$ cat src/osc_pkg.sv
// shared constants and types for the oscillator source and start-up block
package osc_pkg;

  // ==========================================================================
  // clock and timing
  localparam int CLK_HZ = 100_000_000;
  localparam int CLK_NS = 10;
  localparam int SLOW_HZ = 31_000;
  localparam int FAST_HZ = 8_000_000;
  localparam int TWARM_NS = 2000;
  localparam int DRIFT_NS = 1000;
  localparam int XTAL_COUNT = 1024;
  localparam int XTAL_W = 11;
  localparam int WARM_W = 8;
  localparam int DIV_W = 12;
  localparam logic [DIV_W-1:0] SLOW_DIV_CYC = DIV_W'(CLK_HZ / SLOW_HZ);
  localparam logic [DIV_W-1:0] DRIFT_CYC = DIV_W'(DRIFT_NS / CLK_NS);
  localparam logic [WARM_W-1:0] WARM_CYC = WARM_W'((TWARM_NS + CLK_NS - 1) / CLK_NS);
  // phase increment of a 16-bit accumulator, scaled down to stay inside 32 bits
  localparam logic [15:0] FAST_INC = 16'((FAST_HZ / 1000) * 65536 / (CLK_HZ / 1000));
  localparam int TRIM_SHIFT = 5;

  // ==========================================================================
  // register map
  localparam logic [7:0] OFS_CTRL = 8'h00;
  localparam logic [7:0] OFS_TRIM = 8'h04;
  localparam int CTRL_FREQ_LSB = 4;
  localparam int CTRL_EXT_RUN_BIT = 3;
  localparam int CTRL_FAST_OK_BIT = 2;
  localparam int CTRL_SLOW_OK_BIT = 1;
  localparam int CTRL_SCS_BIT = 0;
  localparam logic [2:0] FREQ_RST = 3'h6;
  localparam logic [2:0] FREQ_SLOW = 3'h0;
  localparam logic SCS_RST = 1'b0;
  localparam logic [4:0] TRIM_RST = 5'h00;

  // ==========================================================================
  // configured clock source
  typedef enum logic [2:0] {
    LOW_GAIN_CRYSTAL_MODE = 3'h0,
    MEDIUM_GAIN_CRYSTAL_MODE = 3'h1,
    HIGH_GAIN_CRYSTAL_MODE = 3'h2,
    EXTERNAL_LOGIC_CLOCK_MODE = 3'h3,
    INTERNAL_WITH_DIVIDED_OUT_MODE = 3'h4,
    INTERNAL_BOTH_PINS_FREE_MODE = 3'h5,
    RESISTOR_CAPACITOR_PIN_MODE = 3'h6,
    RESISTOR_CAPACITOR_DIVIDED_OUT_MODE = 3'h7
  } osc_mode_t;

  typedef enum logic [4:0] {
    ST_BOOT = 5'h01,
    ST_XTAL = 5'h02,
    ST_WARM = 5'h04,
    ST_RUN = 5'h08,
    ST_SLEEP = 5'h10
  } start_state_t;

endpackage : osc_pkg

$ cat src/tick_divider.sv
// free-running divider that emits a one-cycle enable every period cycles
`timescale 1ns/1ns
module tick_divider #(
  parameter int W = 12
) (
  // clock and reset
  input wire logic clk,
  input wire logic rst_b,
  // control
  input wire logic run,
  input wire logic [W-1:0] period,
  // enable pulse
  output logic tick
);

  logic [W-1:0] cnt_r;
  logic wrap;

  assign wrap = (cnt_r == period - W'(1));

  always_ff @(posedge clk) begin
    if (!rst_b || !run) begin
      cnt_r <= '0;
    end else if (wrap) begin
      cnt_r <= '0;
    end else begin
      cnt_r <= cnt_r + W'(1);
    end
  end

  always_ff @(posedge clk) begin
    if (!rst_b) begin
      tick <= 1'b0;
    end else begin
      tick <= run && wrap;
    end
  end

endmodule : tick_divider

$ cat src/startup_counter.sv
// counts oscillation edges up to a terminal count and then reports done
`timescale 1ns/1ns
module startup_counter #(
  parameter int COUNT = 1024,
  parameter int W = 11
) (
  // clock and reset
  input wire logic clk,
  input wire logic rst_b,
  // control
  input wire logic restart,
  input wire logic edge_seen,
  // status
  output logic done
);

  logic [W-1:0] cnt_r;

  assign done = (cnt_r == W'(COUNT));

  always_ff @(posedge clk) begin
    if (!rst_b || restart) begin
      cnt_r <= '0;
    end else if (edge_seen && !done) begin
      cnt_r <= cnt_r + W'(1);
    end
  end

endmodule : startup_counter

$ cat src/osc_source_ctrl.sv
// oscillator source selection, start-up sequencing and pin control
`timescale 1ns/1ns
module osc_source_ctrl (
  // clock and reset
  input wire logic clk,
  input wire logic rst_b,
  // configuration word
  input wire logic [2:0] cfg_mode,
  input wire logic two_speed_startup_enable,
  input wire logic power_up_delay_timer_enable,
  input wire logic slow_keep_alive,
  // power sequencing
  input wire logic power_up_delay_expired,
  input wire logic sleep_req,
  input wire logic wake_evt,
  // core side
  output logic exec_hold,
  output logic sys_tick,
  output logic fast_osc_en,
  output logic slow_osc_en,
  output logic slow_tick,
  output logic [4:0] fast_trim_applied,
  // oscillator pins
  input wire logic crystal_input_pin_in,
  output logic crystal_input_pin_out,
  output logic crystal_input_pin_oe,
  input wire logic crystal_output_pin_in,
  output logic crystal_output_pin_out,
  output logic crystal_output_pin_oe,
  // port logic for released pins
  input wire logic gp_in_pin_out,
  input wire logic gp_in_pin_oe,
  input wire logic gp_out_pin_out,
  input wire logic gp_out_pin_oe,
  output logic gp_in_pin_in,
  output logic gp_out_pin_in,
  // ahb-lite slave
  input wire logic hsel,
  input wire logic [31:0] haddr,
  input wire logic [1:0] htrans,
  input wire logic hwrite,
  input wire logic [2:0] hsize,
  input wire logic [31:0] hwdata,
  input wire logic hready,
  output logic hreadyout,
  output logic hresp,
  output logic [31:0] hrdata
);

  // ==========================================================================
  // declarations
  osc_pkg::osc_mode_t mode;
  osc_pkg::start_state_t state_r, state_nxt, launch;
  logic [2:0] freq_r;
  logic scs_r;
  logic [4:0] trim_r;
  logic [4:0] trim_app_r;
  logic wr_pend_r;
  logic [7:0] wr_addr_r;
  logic acc;
  logic [31:0] rd_val;
  logic [1:0] pin_s1_r, pin_s2_r;
  logic xin_d_r;
  logic ext_edge;
  logic xtal_mode, int_mode, use_int;
  logic [15:0] phase_r;
  logic [16:0] phase_sum;
  logic [15:0] fast_inc;
  logic fast_tick_r;
  logic [6:0] post_cnt_r;
  logic [6:0] post_mask;
  logic int_tick, src_tick, pin_tick;
  logic [1:0] osc_stable;
  logic sel_stable;
  logic drift_tick;
  logic xt_done, xt_restart;
  logic [1:0] quarter_r;
  logic quarter_clock_output;

  assign mode = osc_pkg::osc_mode_t'(cfg_mode);
  assign xtal_mode = (mode == osc_pkg::LOW_GAIN_CRYSTAL_MODE)
                  || (mode == osc_pkg::MEDIUM_GAIN_CRYSTAL_MODE)
                  || (mode == osc_pkg::HIGH_GAIN_CRYSTAL_MODE);
  assign int_mode = (mode == osc_pkg::INTERNAL_WITH_DIVIDED_OUT_MODE)
                 || (mode == osc_pkg::INTERNAL_BOTH_PINS_FREE_MODE);
  assign use_int = scs_r || int_mode;

  // ==========================================================================
  // bus slave: zero wait states, always OKAY
  assign hreadyout = 1'b1;
  assign hresp = 1'b0;
  assign acc = hsel && htrans[1] && hready;

  always_ff @(posedge clk) begin
    if (!rst_b) begin
      wr_pend_r <= 1'b0;
      wr_addr_r <= 8'h00;
    end else begin
      wr_pend_r <= acc && hwrite && (haddr[31:8] == 24'h000000);
      wr_addr_r <= haddr[7:0];
    end
  end

  always_ff @(posedge clk) begin
    if (!rst_b) begin
      freq_r <= osc_pkg::FREQ_RST;
      scs_r <= osc_pkg::SCS_RST;
    end else if (wr_pend_r && wr_addr_r == osc_pkg::OFS_CTRL) begin
      freq_r <= hwdata[osc_pkg::CTRL_FREQ_LSB +: 3];
      scs_r <= hwdata[osc_pkg::CTRL_SCS_BIT];
    end
  end

  always_ff @(posedge clk) begin
    if (!rst_b) begin
      trim_r <= osc_pkg::TRIM_RST;
    end else if (wr_pend_r && wr_addr_r == osc_pkg::OFS_TRIM) begin
      trim_r <= hwdata[4:0];
    end
  end

  always_comb begin
    rd_val = 32'h0000_0000;
    if (haddr[31:8] == 24'h000000) begin
      case (haddr[7:0])
        osc_pkg::OFS_CTRL: begin
          rd_val[osc_pkg::CTRL_FREQ_LSB +: 3] = freq_r;
          rd_val[osc_pkg::CTRL_EXT_RUN_BIT] = (state_r == osc_pkg::ST_RUN) && !use_int;
          rd_val[osc_pkg::CTRL_FAST_OK_BIT] = osc_stable[0];
          rd_val[osc_pkg::CTRL_SLOW_OK_BIT] = osc_stable[1];
          rd_val[osc_pkg::CTRL_SCS_BIT] = scs_r;
        end
        osc_pkg::OFS_TRIM: begin
          rd_val[4:0] = trim_r;
        end
        default: begin
          rd_val = 32'h0000_0000;
        end
      endcase
    end
  end

  // read data is captured in the address phase so it stands in the data phase
  always_ff @(posedge clk) begin
    if (!rst_b) begin
      hrdata <= 32'h0000_0000;
    end else if (acc && !hwrite) begin
      hrdata <= rd_val;
    end
  end

  // ==========================================================================
  // pin synchronisers: bit 0 input pin, bit 1 output pin
  always_ff @(posedge clk) begin
    if (!rst_b) begin
      pin_s1_r <= 2'h0;
      pin_s2_r <= 2'h0;
      xin_d_r <= 1'b0;
    end else begin
      pin_s1_r <= {crystal_output_pin_in, crystal_input_pin_in};
      pin_s2_r <= pin_s1_r;
      xin_d_r <= pin_s2_r[0];
    end
  end

  // an external clock that stops gives no edges, so nothing driven by ext_edge advances
  assign ext_edge = pin_s2_r[0] && !xin_d_r;
  assign gp_in_pin_in = pin_s2_r[0];
  assign gp_out_pin_in = pin_s2_r[1];

  // ==========================================================================
  // internal oscillators
  assign fast_osc_en = (freq_r != osc_pkg::FREQ_SLOW) && (use_int || two_speed_startup_enable)
                    && (state_r != osc_pkg::ST_SLEEP);
  assign slow_osc_en = ((freq_r == osc_pkg::FREQ_SLOW) && (use_int || two_speed_startup_enable)
                     && (state_r != osc_pkg::ST_SLEEP)) || power_up_delay_timer_enable || slow_keep_alive;

  // trim moves the increment in signed steps; sign extension wraps correctly
  assign fast_inc = osc_pkg::FAST_INC
                  + 16'({{11{trim_app_r[4]}}, trim_app_r} << osc_pkg::TRIM_SHIFT);
  assign phase_sum = {1'b0, phase_r} + {1'b0, fast_inc};

  always_ff @(posedge clk) begin
    if (!rst_b || !fast_osc_en) begin
      phase_r <= 16'h0000;
      fast_tick_r <= 1'b0;
    end else begin
      phase_r <= phase_sum[15:0];
      fast_tick_r <= phase_sum[16];
    end
  end

  // the slow oscillator has a fixed period; trim never reaches it
  tick_divider #(.W(osc_pkg::DIV_W)) u_slow (
    .clk(clk),
    .rst_b(rst_b),
    .run(slow_osc_en),
    .period(osc_pkg::SLOW_DIV_CYC),
    .tick(slow_tick)
  );

  tick_divider #(.W(osc_pkg::DIV_W)) u_drift (
    .clk(clk),
    .rst_b(rst_b),
    .run(1'b1),
    .period(osc_pkg::DRIFT_CYC),
    .tick(drift_tick)
  );

  // applied trim walks one step per drift tick; software sees no end flag
  always_ff @(posedge clk) begin
    if (!rst_b) begin
      trim_app_r <= osc_pkg::TRIM_RST;
    end else if (drift_tick && trim_app_r != trim_r) begin
      if ($signed(trim_app_r) < $signed(trim_r)) begin
        trim_app_r <= trim_app_r + 5'h01;
      end else begin
        trim_app_r <= trim_app_r - 5'h01;
      end
    end
  end
  assign fast_trim_applied = trim_app_r;

  // warm-up: bit 0 fast, bit 1 slow
  for (genvar i = 0; i < 2; i++) begin : g_warm
    logic [osc_pkg::WARM_W-1:0] cnt_r;
    logic en;
    assign en = (i == 0) ? fast_osc_en : slow_osc_en;
    always_ff @(posedge clk) begin
      if (!rst_b || !en) begin
        cnt_r <= '0;
      end else if (cnt_r != osc_pkg::WARM_CYC) begin
        cnt_r <= cnt_r + osc_pkg::WARM_W'(1);
      end
    end
    assign osc_stable[i] = (cnt_r == osc_pkg::WARM_CYC);
  end

  assign sel_stable = (freq_r == osc_pkg::FREQ_SLOW) ? osc_stable[1] : osc_stable[0];

  // ==========================================================================
  // postscaler: 111 passes 8 MHz, each step down halves, 000 takes slow
  always_ff @(posedge clk) begin
    if (!rst_b) begin
      post_cnt_r <= 7'h00;
    end else if (fast_tick_r) begin
      post_cnt_r <= post_cnt_r + 7'h01;
    end
  end

  assign post_mask = 7'h7F >> freq_r;
  assign int_tick = (freq_r == osc_pkg::FREQ_SLOW) ? slow_tick
                  : fast_tick_r && ((post_cnt_r & post_mask) == post_mask);
  assign src_tick = use_int ? int_tick : ext_edge;
  assign pin_tick = int_mode ? int_tick : ext_edge;

  always_ff @(posedge clk) begin
    if (!rst_b) begin
      sys_tick <= 1'b0;
    end else begin
      sys_tick <= (state_r == osc_pkg::ST_RUN) && src_tick;
    end
  end

  // ==========================================================================
  // start-up sequencer
  always_comb begin
    if (use_int) begin
      launch = osc_pkg::ST_WARM;
    end else if (xtal_mode) begin
      launch = osc_pkg::ST_XTAL;
    end else begin
      launch = osc_pkg::ST_RUN;
    end
  end

  always_comb begin
    state_nxt = state_r;
    case (state_r)
      osc_pkg::ST_BOOT: begin
        if (!power_up_delay_timer_enable || power_up_delay_expired) begin
          state_nxt = launch;
        end
      end
      osc_pkg::ST_XTAL: begin
        if (xt_done) begin
          state_nxt = osc_pkg::ST_RUN;
        end
      end
      osc_pkg::ST_WARM: begin
        if (sel_stable) begin
          state_nxt = osc_pkg::ST_RUN;
        end
      end
      osc_pkg::ST_RUN: begin
        if (sleep_req) begin
          state_nxt = osc_pkg::ST_SLEEP;
        end
      end
      osc_pkg::ST_SLEEP: begin
        if (wake_evt) begin
          state_nxt = launch;
        end
      end
      default: begin
        state_nxt = osc_pkg::ST_BOOT;
      end
    endcase
  end

  always_ff @(posedge clk) begin
    if (!rst_b) begin
      state_r <= osc_pkg::ST_BOOT;
    end else begin
      state_r <= state_nxt;
    end
  end

  assign xt_restart = (state_nxt == osc_pkg::ST_XTAL) && (state_r != osc_pkg::ST_XTAL);
  assign exec_hold = (state_r != osc_pkg::ST_RUN);

  startup_counter #(.COUNT(osc_pkg::XTAL_COUNT), .W(osc_pkg::XTAL_W)) u_xtal (
    .clk(clk),
    .rst_b(rst_b),
    .restart(xt_restart),
    .edge_seen(ext_edge && state_r == osc_pkg::ST_XTAL),
    .done(xt_done)
  );

  // ==========================================================================
  // quarter-rate clock and pin ownership
  always_ff @(posedge clk) begin
    if (!rst_b) begin
      quarter_r <= 2'h0;
    end else if (pin_tick) begin
      quarter_r <= quarter_r + 2'h1;
    end
  end
  assign quarter_clock_output = quarter_r[1];

  always_ff @(posedge clk) begin
    if (!rst_b) begin
      crystal_input_pin_out <= 1'b0;
      crystal_input_pin_oe <= 1'b0;
      crystal_output_pin_out <= 1'b0;
      crystal_output_pin_oe <= 1'b0;
    end else begin
      crystal_input_pin_out <= int_mode && gp_in_pin_out;
      crystal_input_pin_oe <= int_mode && gp_in_pin_oe;
      case (mode)
        osc_pkg::RESISTOR_CAPACITOR_DIVIDED_OUT_MODE,
        osc_pkg::INTERNAL_WITH_DIVIDED_OUT_MODE: begin
          crystal_output_pin_out <= quarter_clock_output;
          crystal_output_pin_oe <= 1'b1;
        end
        osc_pkg::EXTERNAL_LOGIC_CLOCK_MODE,
        osc_pkg::RESISTOR_CAPACITOR_PIN_MODE,
        osc_pkg::INTERNAL_BOTH_PINS_FREE_MODE: begin
          crystal_output_pin_out <= gp_out_pin_out;
          crystal_output_pin_oe <= gp_out_pin_oe;
        end
        default: begin
          crystal_output_pin_out <= 1'b0;
          crystal_output_pin_oe <= 1'b0;
        end
      endcase
    end
  end
endmodule : osc_source_ctrl

$ cat config.mk
export PLATFORM = sky130hd
export DESIGN_NAME = osc_source_ctrl
export DESIGN_NICKNAME = d
export VERILOG_FILES = /design/src/osc_pkg.sv /design/src/tick_divider.sv /design/src/startup_counter.sv /design/src/osc_source_ctrl.sv
export SDC_FILE = /design/constraint.sdc
export NUM_CORES = 1
export LEC_CHECK = 0
export BUFFER_PORTS_ARGS = -buffer_cell sky130_fd_sc_hd__buf_4
export CAP_MARGIN = 0
export CORE_ASPECT_RATIO = 0.5
export CORE_UTILIZATION = 35
export DETAILED_ROUTE_END_ITERATION = 8
export GPL_ROUTABILITY_DRIVEN = 0
export PLACE_DENSITY = 0.59
export SETUP_SLACK_MARGIN = 0.05
export SYNTH_ARGS = -nofsm -noshare
export SYNTH_HDL_FRONTEND = slang
export SYNTH_SLANG_ARGS = --single-unit
$ cat constraint.sdc
create_clock -name clk -period 3 [get_ports clk]
set_input_delay 0.3 -clock clk [delete_from_list [all_inputs] [get_ports clk]]
set_output_delay 0.3 -clock clk [all_outputs]
set_load 0.05 [all_outputs]
# After elaboration in Yosys (flattened, before gate mapping)
# Index checks and enable logic that the tools add are counted.
# totals
register_bits	149
latchBits	0
ramBits	0
romBits	0
elab_cells	138
n_memories	0
# classes
n_addsub	11
n_mul	0
div	0
order_cmp	1
eq_ne	27
shift	1
muxes	18
n_bitwise	2
reduce_logical	51
# op_table
cell	count
2-to-1 mux 5 bit	6
one-hot mux 5 bit (5 select lines)	1
adder 12 x 1 -> 12 bit (second input constant)	2
zero test 24 bit	1
logical AND 1 bit	22
adder 16 x 16 -> 17 bit	1
adder 8 x 1 -> 8 bit (second input constant)	2
equality test 8 x 3 -> 1 bit (second input constant)	2
equality test 8 bit (second input constant)	2
zero test 8 bit	2
!= test 8 bit (second input constant)	2
adder 14 x 10 -> 15 bit (first input constant)	1
equality test 12 bit (second input constant)	1
equality test 12 x 7 -> 1 bit (second input constant)	1
equality test 3 bit (second input constant)	4
adder 11 x 1 -> 11 bit (second input constant)	1
equality test 11 bit (second input constant)	1
logical OR 1 bit	11
equality test 5 x 2 -> 1 bit (second input constant)	2
one-hot mux 5 bit (2 select lines)	1
zero test 1 bit	8
2-to-1 mux 4 bit	2
adder 7 x 1 -> 7 bit (second input constant)	1
bitwise AND 7 bit	1
25 further kinds	33

# Longest topological paths before layout
# Gate-level depths: netlist of run 1.
# depth
word_depth	11
mapped_depth	11
ltp_nobuf	11

# By module
# Synthesis of run 1 repeated with hierarchy kept, for this count alone.
# hier_totals
hier_cells	798
area_unflattened_um2	7098.1
# by_module_without_submodules
module	n_inst	cells_per_inst	area_per_inst_um2
osc_source_ctrl	1	497	4508.1
tick_divider	2	118	1008.5
startup_counter	1	65	573.0

# Worst setup path after synthesis of run 1
# No wires, ideal clock.
# synth_path
path_type	register -> register
from	reg trim_app_r[2], in the netlist fast_trim_applied[2]
to	reg trim_app_r[4], in the netlist fast_trim_applied[4]
arrival_ns	2.736
required_ns	2.881
path_slack_ns	0.146
stages_incl_launch_ff	11
path_buffers	0
synth_period_minus_slack_ns	2.854
cell_sequence	dfxtp_1 -> ha_1 -> a21o_1 -> a2bb2oi_1 -> a31oi_1 -> fa_1 -> a21o_1 -> a21oi_1 -> nor2_1 -> mux2_2 -> mux2i_1
# synth_via
elab_chain_len	2
# synth_lines
element	line_no	source
from (decl)	osc_source_ctrl.sv:57	logic [4:0] trim_app_r;
from (signal assigned)	osc_source_ctrl.sv:213	trim_app_r <= osc_pkg::TRIM_RST;
from (signal assigned)	osc_source_ctrl.sv:216	trim_app_r <= trim_app_r + 5'h01;
from (signal assigned)	osc_source_ctrl.sv:218	trim_app_r <= trim_app_r - 5'h01;
subtractor 5 x 1 -> 5 bit, or another cell as far along	osc_source_ctrl.sv:218	
2-to-1 mux 5 bit / logical AND 1 bit (equally long branches)	osc_source_ctrl.sv:215, osc_source_ctrl.sv:214	
# Several ways; a longest one is shown, not always the timed one.
# A chain may end at the register's enable or synchronous reset.

# Worst setup path after layout of run 1
# layout_path
from	reg trim_app_r[1], in the netlist fast_trim_applied[1]
to	reg trim_app_r[4], in the netlist fast_trim_applied[4]
# Same word-level chain as after synthesis.

==> out/results.tsv, run 1 <==
metric	value	unit
finalPower	0.00421	W
clockRootBuffer	clkbuf_16	
maxSlewHeadroom	56.3	%
cts_resized	0	
port-buffer-count	82	
h-tree-depth	4	
synth_cell_types	68	
fin_crit	2.77	ns
status	finished clean	
track_usage	14.4	%
cp-start-kind	register	
cts_sinks	122	
ys_async_sr_fraction	0	%
finalSetupViolCount	0	
cap_violations	0	
finalNetCount	882	
cp_max_fo	8	
synthCells	676	
cp.arrival	3.06	ns
yosysWarningCount	0	
drtIter0Drc	243	
worstPathCellList	ha_1, nand4_1, a2bb2oi_1, a31oi_1, ha_1, a21o_1, a21oi_1, nor2_1, mux2_2, mux2i_1	
netlist_area	6110	um^2
post-cts-setup-buffers	0	
hold_path_class	primary input to register	
cts_buffers	17	
grt_max_degree	37	
avgSynthCellArea	9.05	um^2
worst_pin_slew	0.652	ns
vias	4693	
placed_area	6880	um^2
crit_top_cell	ha_1	
slowest_delay	0.45	ns
rsz0062_at_grt	false	
fin_tns_setup	0	ns
critPathSlowestCell	a31oi_1	
timing.critical_path.to_type	register	
ioPinCount	139	
antenna_cells	0	
grt_pass1_vias	4404	
clkLatencyLatePin	0.40	ns
fin_worst_skew	0.00794	ns
dr.pass1.iters	4	
dieArea	18000	um^2
start_util	36.6	%
p_per_area	562	nW/um^2
viasPerCell	4.67	
final_cell_area	7480	um^2
hold_viol	0	
cts_tree	yes	
peakVddDrop	0.413	mV
drc	0	
required	3.29	ns
fmax	361	MHz
ys.flop_type	dfxtp_1	
dpl.hpwl	9030	um
yosysSeqAreaShare	39.9	%
synth_edf_count	0	
die_x	189	um
routedWlPerCell	12.2	um
p_leak	3.08	nW
die_h	95.5	um
overflow	0	
fin_util	44.8	%
ant_nets	0	
placementRows	33	
holdWs	0.102	ns
period_share	92.2	%
finalWirelength	12300	um
cts.clk_slew.worst_paths	0.06	ns
core-area	16700	um^2
crit_type	register to register	
syn_to_final_growth	22.4	%
grt_antenna_before_repair	0	
drive_above_1_share	19.5	%
grt_first_pass_wirelength	20600	um
ys_seq_elements	122	
drv_slew	0	
cts_hold_buf	0	
clockBufferDepth	2	
-- worst max-delay path: cells and delay by family (launching register included) --
kind | cells | cell delay [ns]
compound gates | 4 | 0.95
fa+ha+maj | 2 | 0.70
simple gates | 2 | 0.18
mux | 2 | 0.41
flops | 1 | 0.41
-- per-layer routing --
| metal | global-route usage, % | routed length (um) | up-vias |
|---|---|---|---|
| met2 | 25.4 | 6040 | 69 |
| met1 | 17.3 | 5790 | 2157 |
| met3 | 3.50 | 346 | 12 |
| met4 | 5.04 | 135 | 0 |
| met5 | 0 | 0 | - |
| li1 | - | - | 2455 |
-- sequential cells by signal, summed over array words and instances (netlist names), 2 cells and up --
signal / cells
g_warm.cnt_r: 16
phase_r: 15
u_drift.cnt_r: 12
u_slow.cnt_r: 12
u_xtal.cnt_r: 11
wr_addr_r: 8
hrdata: 7
post_cnt_r: 6
fast_trim_applied: 5
state_r: 5
trim_r: 5
freq_r: 3
pin_s1_r: 2
pin_s2_r: 2
quarter_r: 2
-- cell families after synthesis --
kind of cell,share of synthesized area [%]
buf+inv,6.53
mux,3.74
other cells,0.123
flops,39.9
xor+xnor,9.31
simple gates,25.7
fa+ha+maj,5.65
compound gates,9.00
-- placed cells by master (no fill, tap or decap), types with 12 or more instances in the layout --
| cell type | synthesis | layout |
|---|---|---|
| and2_1 | 28 | 28 |
| nor2_1 | 70 | 70 |
| conb_1 | 2 | 27 |
| xor2_1 | 41 | 41 |
| a21oi_1 | 19 | 19 |
| buf_4 | 29 | 91 |
| o21ai_0 | 14 | 14 |
| nand3_1 | 33 | 33 |
| nor4_1 | 14 | 14 |
| dfxtp_1 | 122 | 122 |
| inv_1 | 26 | 26 |
| nor3_1 | 12 | 12 |
| nand2_1 | 40 | 40 |
| xnor2_1 | 24 | 24 |
| nor2b_1 | 21 | 21 |
| clkbuf_16 | 0 | 17 |
| ha_1 | 26 | 26 |
| mux2i_1 | 15 | 15 |
-- path summary, 6_finish.rpt --
check | from | endpoint | slack, ns | cells past startpoint
worst max-delay path | fast_trim_applied[1]$_SDFFE_PN0P_ | fast_trim_applied[4]$_SDFFE_PN0P_ | 0.23 | 10
worst min-delay path | crystal_input_pin_in | pin_s1_r[0]$_SDFF_PN0_ | 0.10 | 2
worst max register to register | fast_trim_applied[1]$_SDFFE_PN0P_ | fast_trim_applied[4]$_SDFFE_PN0P_ | 0.23 | 10
worst min register to register | pin_s1_r[0]$_SDFF_PN0_ | pin_s2_r[0]$_SDFF_PN0_ | 0.43 | 1
-- layout make-up --
class	count	area (um^2)
Tap cell	227	284
Clock buffer	21	460
Inverter	27	101
Multi-Input combinational cell	507	3370
Fill cell	1635	9240
Timing Repair Buffer	91	683
Clock inverter	11	145
Sequential cell	122	2440
-- synth_stat cells (all sizes together) (2+ instances only) --
cell type	instances	area share [%]
a211oi	2	0.25
a21boi	3	0.37
a21o	7	0.86
a21oi	19	1.6
a22oi	6	0.74
a31oi	3	0.31
a32oi	3	0.43
and2	28	2.9
and3	10	1.0
and4	2	0.29
buf	35	4.3
clkbuf	10	0.61
conb	2	0.12
dfxtp	122	40
ha	26	5.3
inv	27	1.7
mux2	7	1.3
mux2i	15	2.5
nand2	40	2.5
nand2b	7	0.72
nand3	34	2.9
nand3b	4	0.49
nand4	11	1.1
nor2	80	5.3
nor2b	21	2.1
nor3	13	1.2
nor3b	3	0.55
nor4	17	2.3
nor4b	2	0.29
o211a	2	0.33
o211ai	5	0.61
o21a	2	0.25
o21ai	16	1.3
or3	5	0.59
or4	2	0.31
or4b	4	0.72
xnor2	24	3.4
xor2	41	5.9
-- power by group --
group	total, W	leakage (nW)	internal [W]	switching, W
logic	0.000426	1.80	0.000162	0.000263
registers	0.00171	0.991	0.00167	0.0000402
clock network	0.00208	0.289	0.00135	0.000729
total	0.00421	3.08	0.00318	0.00103
-- metrics by stage --
step,setup slack (ns),instances
after floorplan,0.146,701
after global placement,0.325,974
after detailed placement,0.253,974
after CTS,0.228,1006
after global routing,0.0590,1006
final,0.234,1006
Power figures use the tool's default switching activity.
==> run 2: changes to the inputs <==
--- a/config.mk
+++ b/config.mk
@@ -12,6 +12,7 @@
 export DETAILED_ROUTE_END_ITERATION = 8
 export GPL_ROUTABILITY_DRIVEN = 0
 export PLACE_DENSITY = 0.59
+export RECOVER_POWER = 25
 export SETUP_SLACK_MARGIN = 0.05
 export SYNTH_ARGS = -nofsm -noshare
 export SYNTH_HDL_FRONTEND = slang
==> run 2 against run 1 <==
Global-route usage stayed put. Hold slack about the same. Combinational power about the same. Critical path depth unchanged. Clock-buffer cell count unchanged. Clock skew hardly changed. Flip-flop and latch count unchanged. First-iteration DRC count down 4.1%. Fmax about the same. Setup slack worse by 0.0010 ns. Critical path type unchanged. Largest cell class unchanged. Largest power group unchanged.
==> out/results.tsv, run 2 (synthesis gave the netlist of run 1 again) <==
metric	value	unit	change
status	finished clean		
place_ws	0.253	ns	unchanged
critPathSlowestCell	a31oi_1		
finalNetCount	882		unchanged
cts_resized	0		unchanged
crit_top_cell	ha_1		
clockBufferDepth	2		unchanged
grt_pass1_vias	4404		unchanged
required	3.29	ns	about the same
track_usage	14.4	%	unchanged
reg2reg_slack	0.23	ns	about the same
cts_hold_buf	0		unchanged
setup_ws	0.233	ns	-0.00100 ns
cp-start-kind	register		
grt_antenna_before_repair	0		unchanged
post-cts-setup-buffers	0		unchanged
cts.clk_slew.worst_paths	0.06	ns	about the same
ioPinCount	139		unchanged
core-area	16700	um^2	unchanged
drv_slew	0		unchanged
hold_viol	0		unchanged
worst_pin_slew	0.987	ns	+0.335 ns
peakVddDrop	0.413	mV	about the same
crit_type	register to register		
grt_max_degree	37		unchanged
mostFrequentLayoutCells	dfxtp_1 (122), buf_4 (80), nor2_1 (70)		
period_share	92.2	%	about the same
dr.pass1.iters	4		unchanged
cap_violations	0		unchanged
die_x	189	um	unchanged
worstPathCellList	ha_1, nand4_1, a2bb2oi_1, a31oi_1, ha_1, a21o_1, a21oi_1, nor2_1, mux2_2, mux2i_1		
grt_first_pass_wirelength	20600	um	unchanged
p_leak	3.03	nW	-1.6%
fmax	361	MHz	about the same
holdWs	0.103	ns	+0.000365 ns
finalSetupViolCount	0		unchanged
viasPerCell	4.67		+0.13%
vias	4699		+0.13%
dieArea	18000	um^2	unchanged
fin_worst_skew	0.00777	ns	-0.000164 ns
hold-path-endpoint	pin_s1_r[0]$_SDFF_PN0_		
cts_tree	yes		
crit_buf_inv	0		unchanged
overflow	0		unchanged
largest_register_ffs	16		unchanged
top_register	g_warm.cnt_r		
antenna_cells	0		unchanged
fin_util	44.5	%	-0.25 points
reg2regPathDepth	10		unchanged
r2r_end	fast_trim_applied[4]$_SDFFE_PN0P_		
die_h	95.5	um	unchanged
rsz0062_at_grt	false		
ant_nets	0		unchanged
port-buffer-count	82		unchanged
drc	0		unchanged
largest_registers	g_warm.cnt_r: 16 flops, phase_r: 15 flops		
placementRows	33		unchanged
hold_path_class	primary input to register		
hold_start	crystal_input_pin_in		
dpl.hpwl	9030	um	unchanged
cp_top_family	compound AO/OA/AOI/OAI gates		
finalWirelength	12300	um	+0.21%
maxSlewHeadroom	34.2	%	-22 points
cts_sinks	122		unchanged
p_per_area	565	nW/um^2	+0.47%
fin_tns_setup	0	ns	unchanged
clkLatencyLatePin	0.40	ns	about the same
slowest_delay	0.45	ns	about the same
timing.critical_path.to_type	register		
drive_above_1_share	18.1	%	-1.4 points
mostFrequentLayoutCell	dfxtp_1		
fin_crit	2.77	ns	+0.00100 ns
start_util	36.6	%	unchanged
clockRootBuffer	clkbuf_16		
syn_to_final_growth	21.7	%	
dp.cells	974		unchanged
cts_buffers	17		unchanged
routedWlPerCell	12.3	um	+0.21%
cp_max_fo	8		unchanged
drtIter0Drc	233		-4.1%
fin_cells	1006		unchanged
holdPathStages	2		unchanged
cp.arrival	3.06	ns	about the same
h-tree-depth	4		unchanged
r2r-start	fast_trim_applied[1]$_SDFFE_PN0P_		
## run 2: where the power goes
| part | switching [W] | internal, W | total, W |
|---|---|---|---|
| sequential | 0.0000401 | 0.00167 | 0.00171 |
| clock | 0.000728 | 0.00135 | 0.00208 |
| combinational | 0.000264 | 0.000159 | 0.000423 |
| total | 0.00103 | 0.00317 | 0.00421 |
## run 2: how the worst max path moves through the flow
stage | cells after the start | end | start | slack [ns]
after floorplan | 10 | fast_trim_applied[4]$_SDFFE_PN0P_ | fast_trim_applied[2]$_SDFFE_PN0P_ | 0.15
final | 10 | fast_trim_applied[4]$_SDFFE_PN0P_ | fast_trim_applied[1]$_SDFFE_PN0P_ | 0.23
after global placement | 10 | fast_trim_applied[4]$_SDFFE_PN0P_ | fast_trim_applied[1]$_SDFFE_PN0P_ | 0.32
after detailed placement | 10 | fast_trim_applied[4]$_SDFFE_PN0P_ | fast_trim_applied[1]$_SDFFE_PN0P_ | 0.25
after CTS | 10 | fast_trim_applied[4]$_SDFFE_PN0P_ | fast_trim_applied[1]$_SDFFE_PN0P_ | 0.23
after global routing | 10 | fast_trim_applied[4]$_SDFFE_PN0P_ | fast_trim_applied[1]$_SDFFE_PN0P_ | 0.06
## run 2: layer usage
metal  global-route usage [%]  part of all wire, %
met1                     17.3                   47
met3                     3.50                  3.0
met2                     25.4                   49
met5                        0                    0
met4                     5.04                  1.1
## run 2: per-stage QoR
stage          instance area, um^2  power (W)
3_3_place_gp                  6880    0.00216
5_1_grt                       7440    0.00438
4_1_cts                       7480    0.00427
2_1_floorplan                 6210    0.00207
3_5_place_dp                  6880    0.00217
6_report                      7440    0.00421
## run 2: area by class of cell
| cell class | instances | area, um^2 |
|---|---|---|
| fill | 1649 | 9280 |
| sequential | 122 | 2440 |
| multi-input combinational | 507 | 3370 |
| inverter | 27 | 101 |
| clock inverter | 11 | 145 |
| timing repair buffer | 91 | 642 |
| clock buffer | 21 | 460 |
| tap | 227 | 284 |
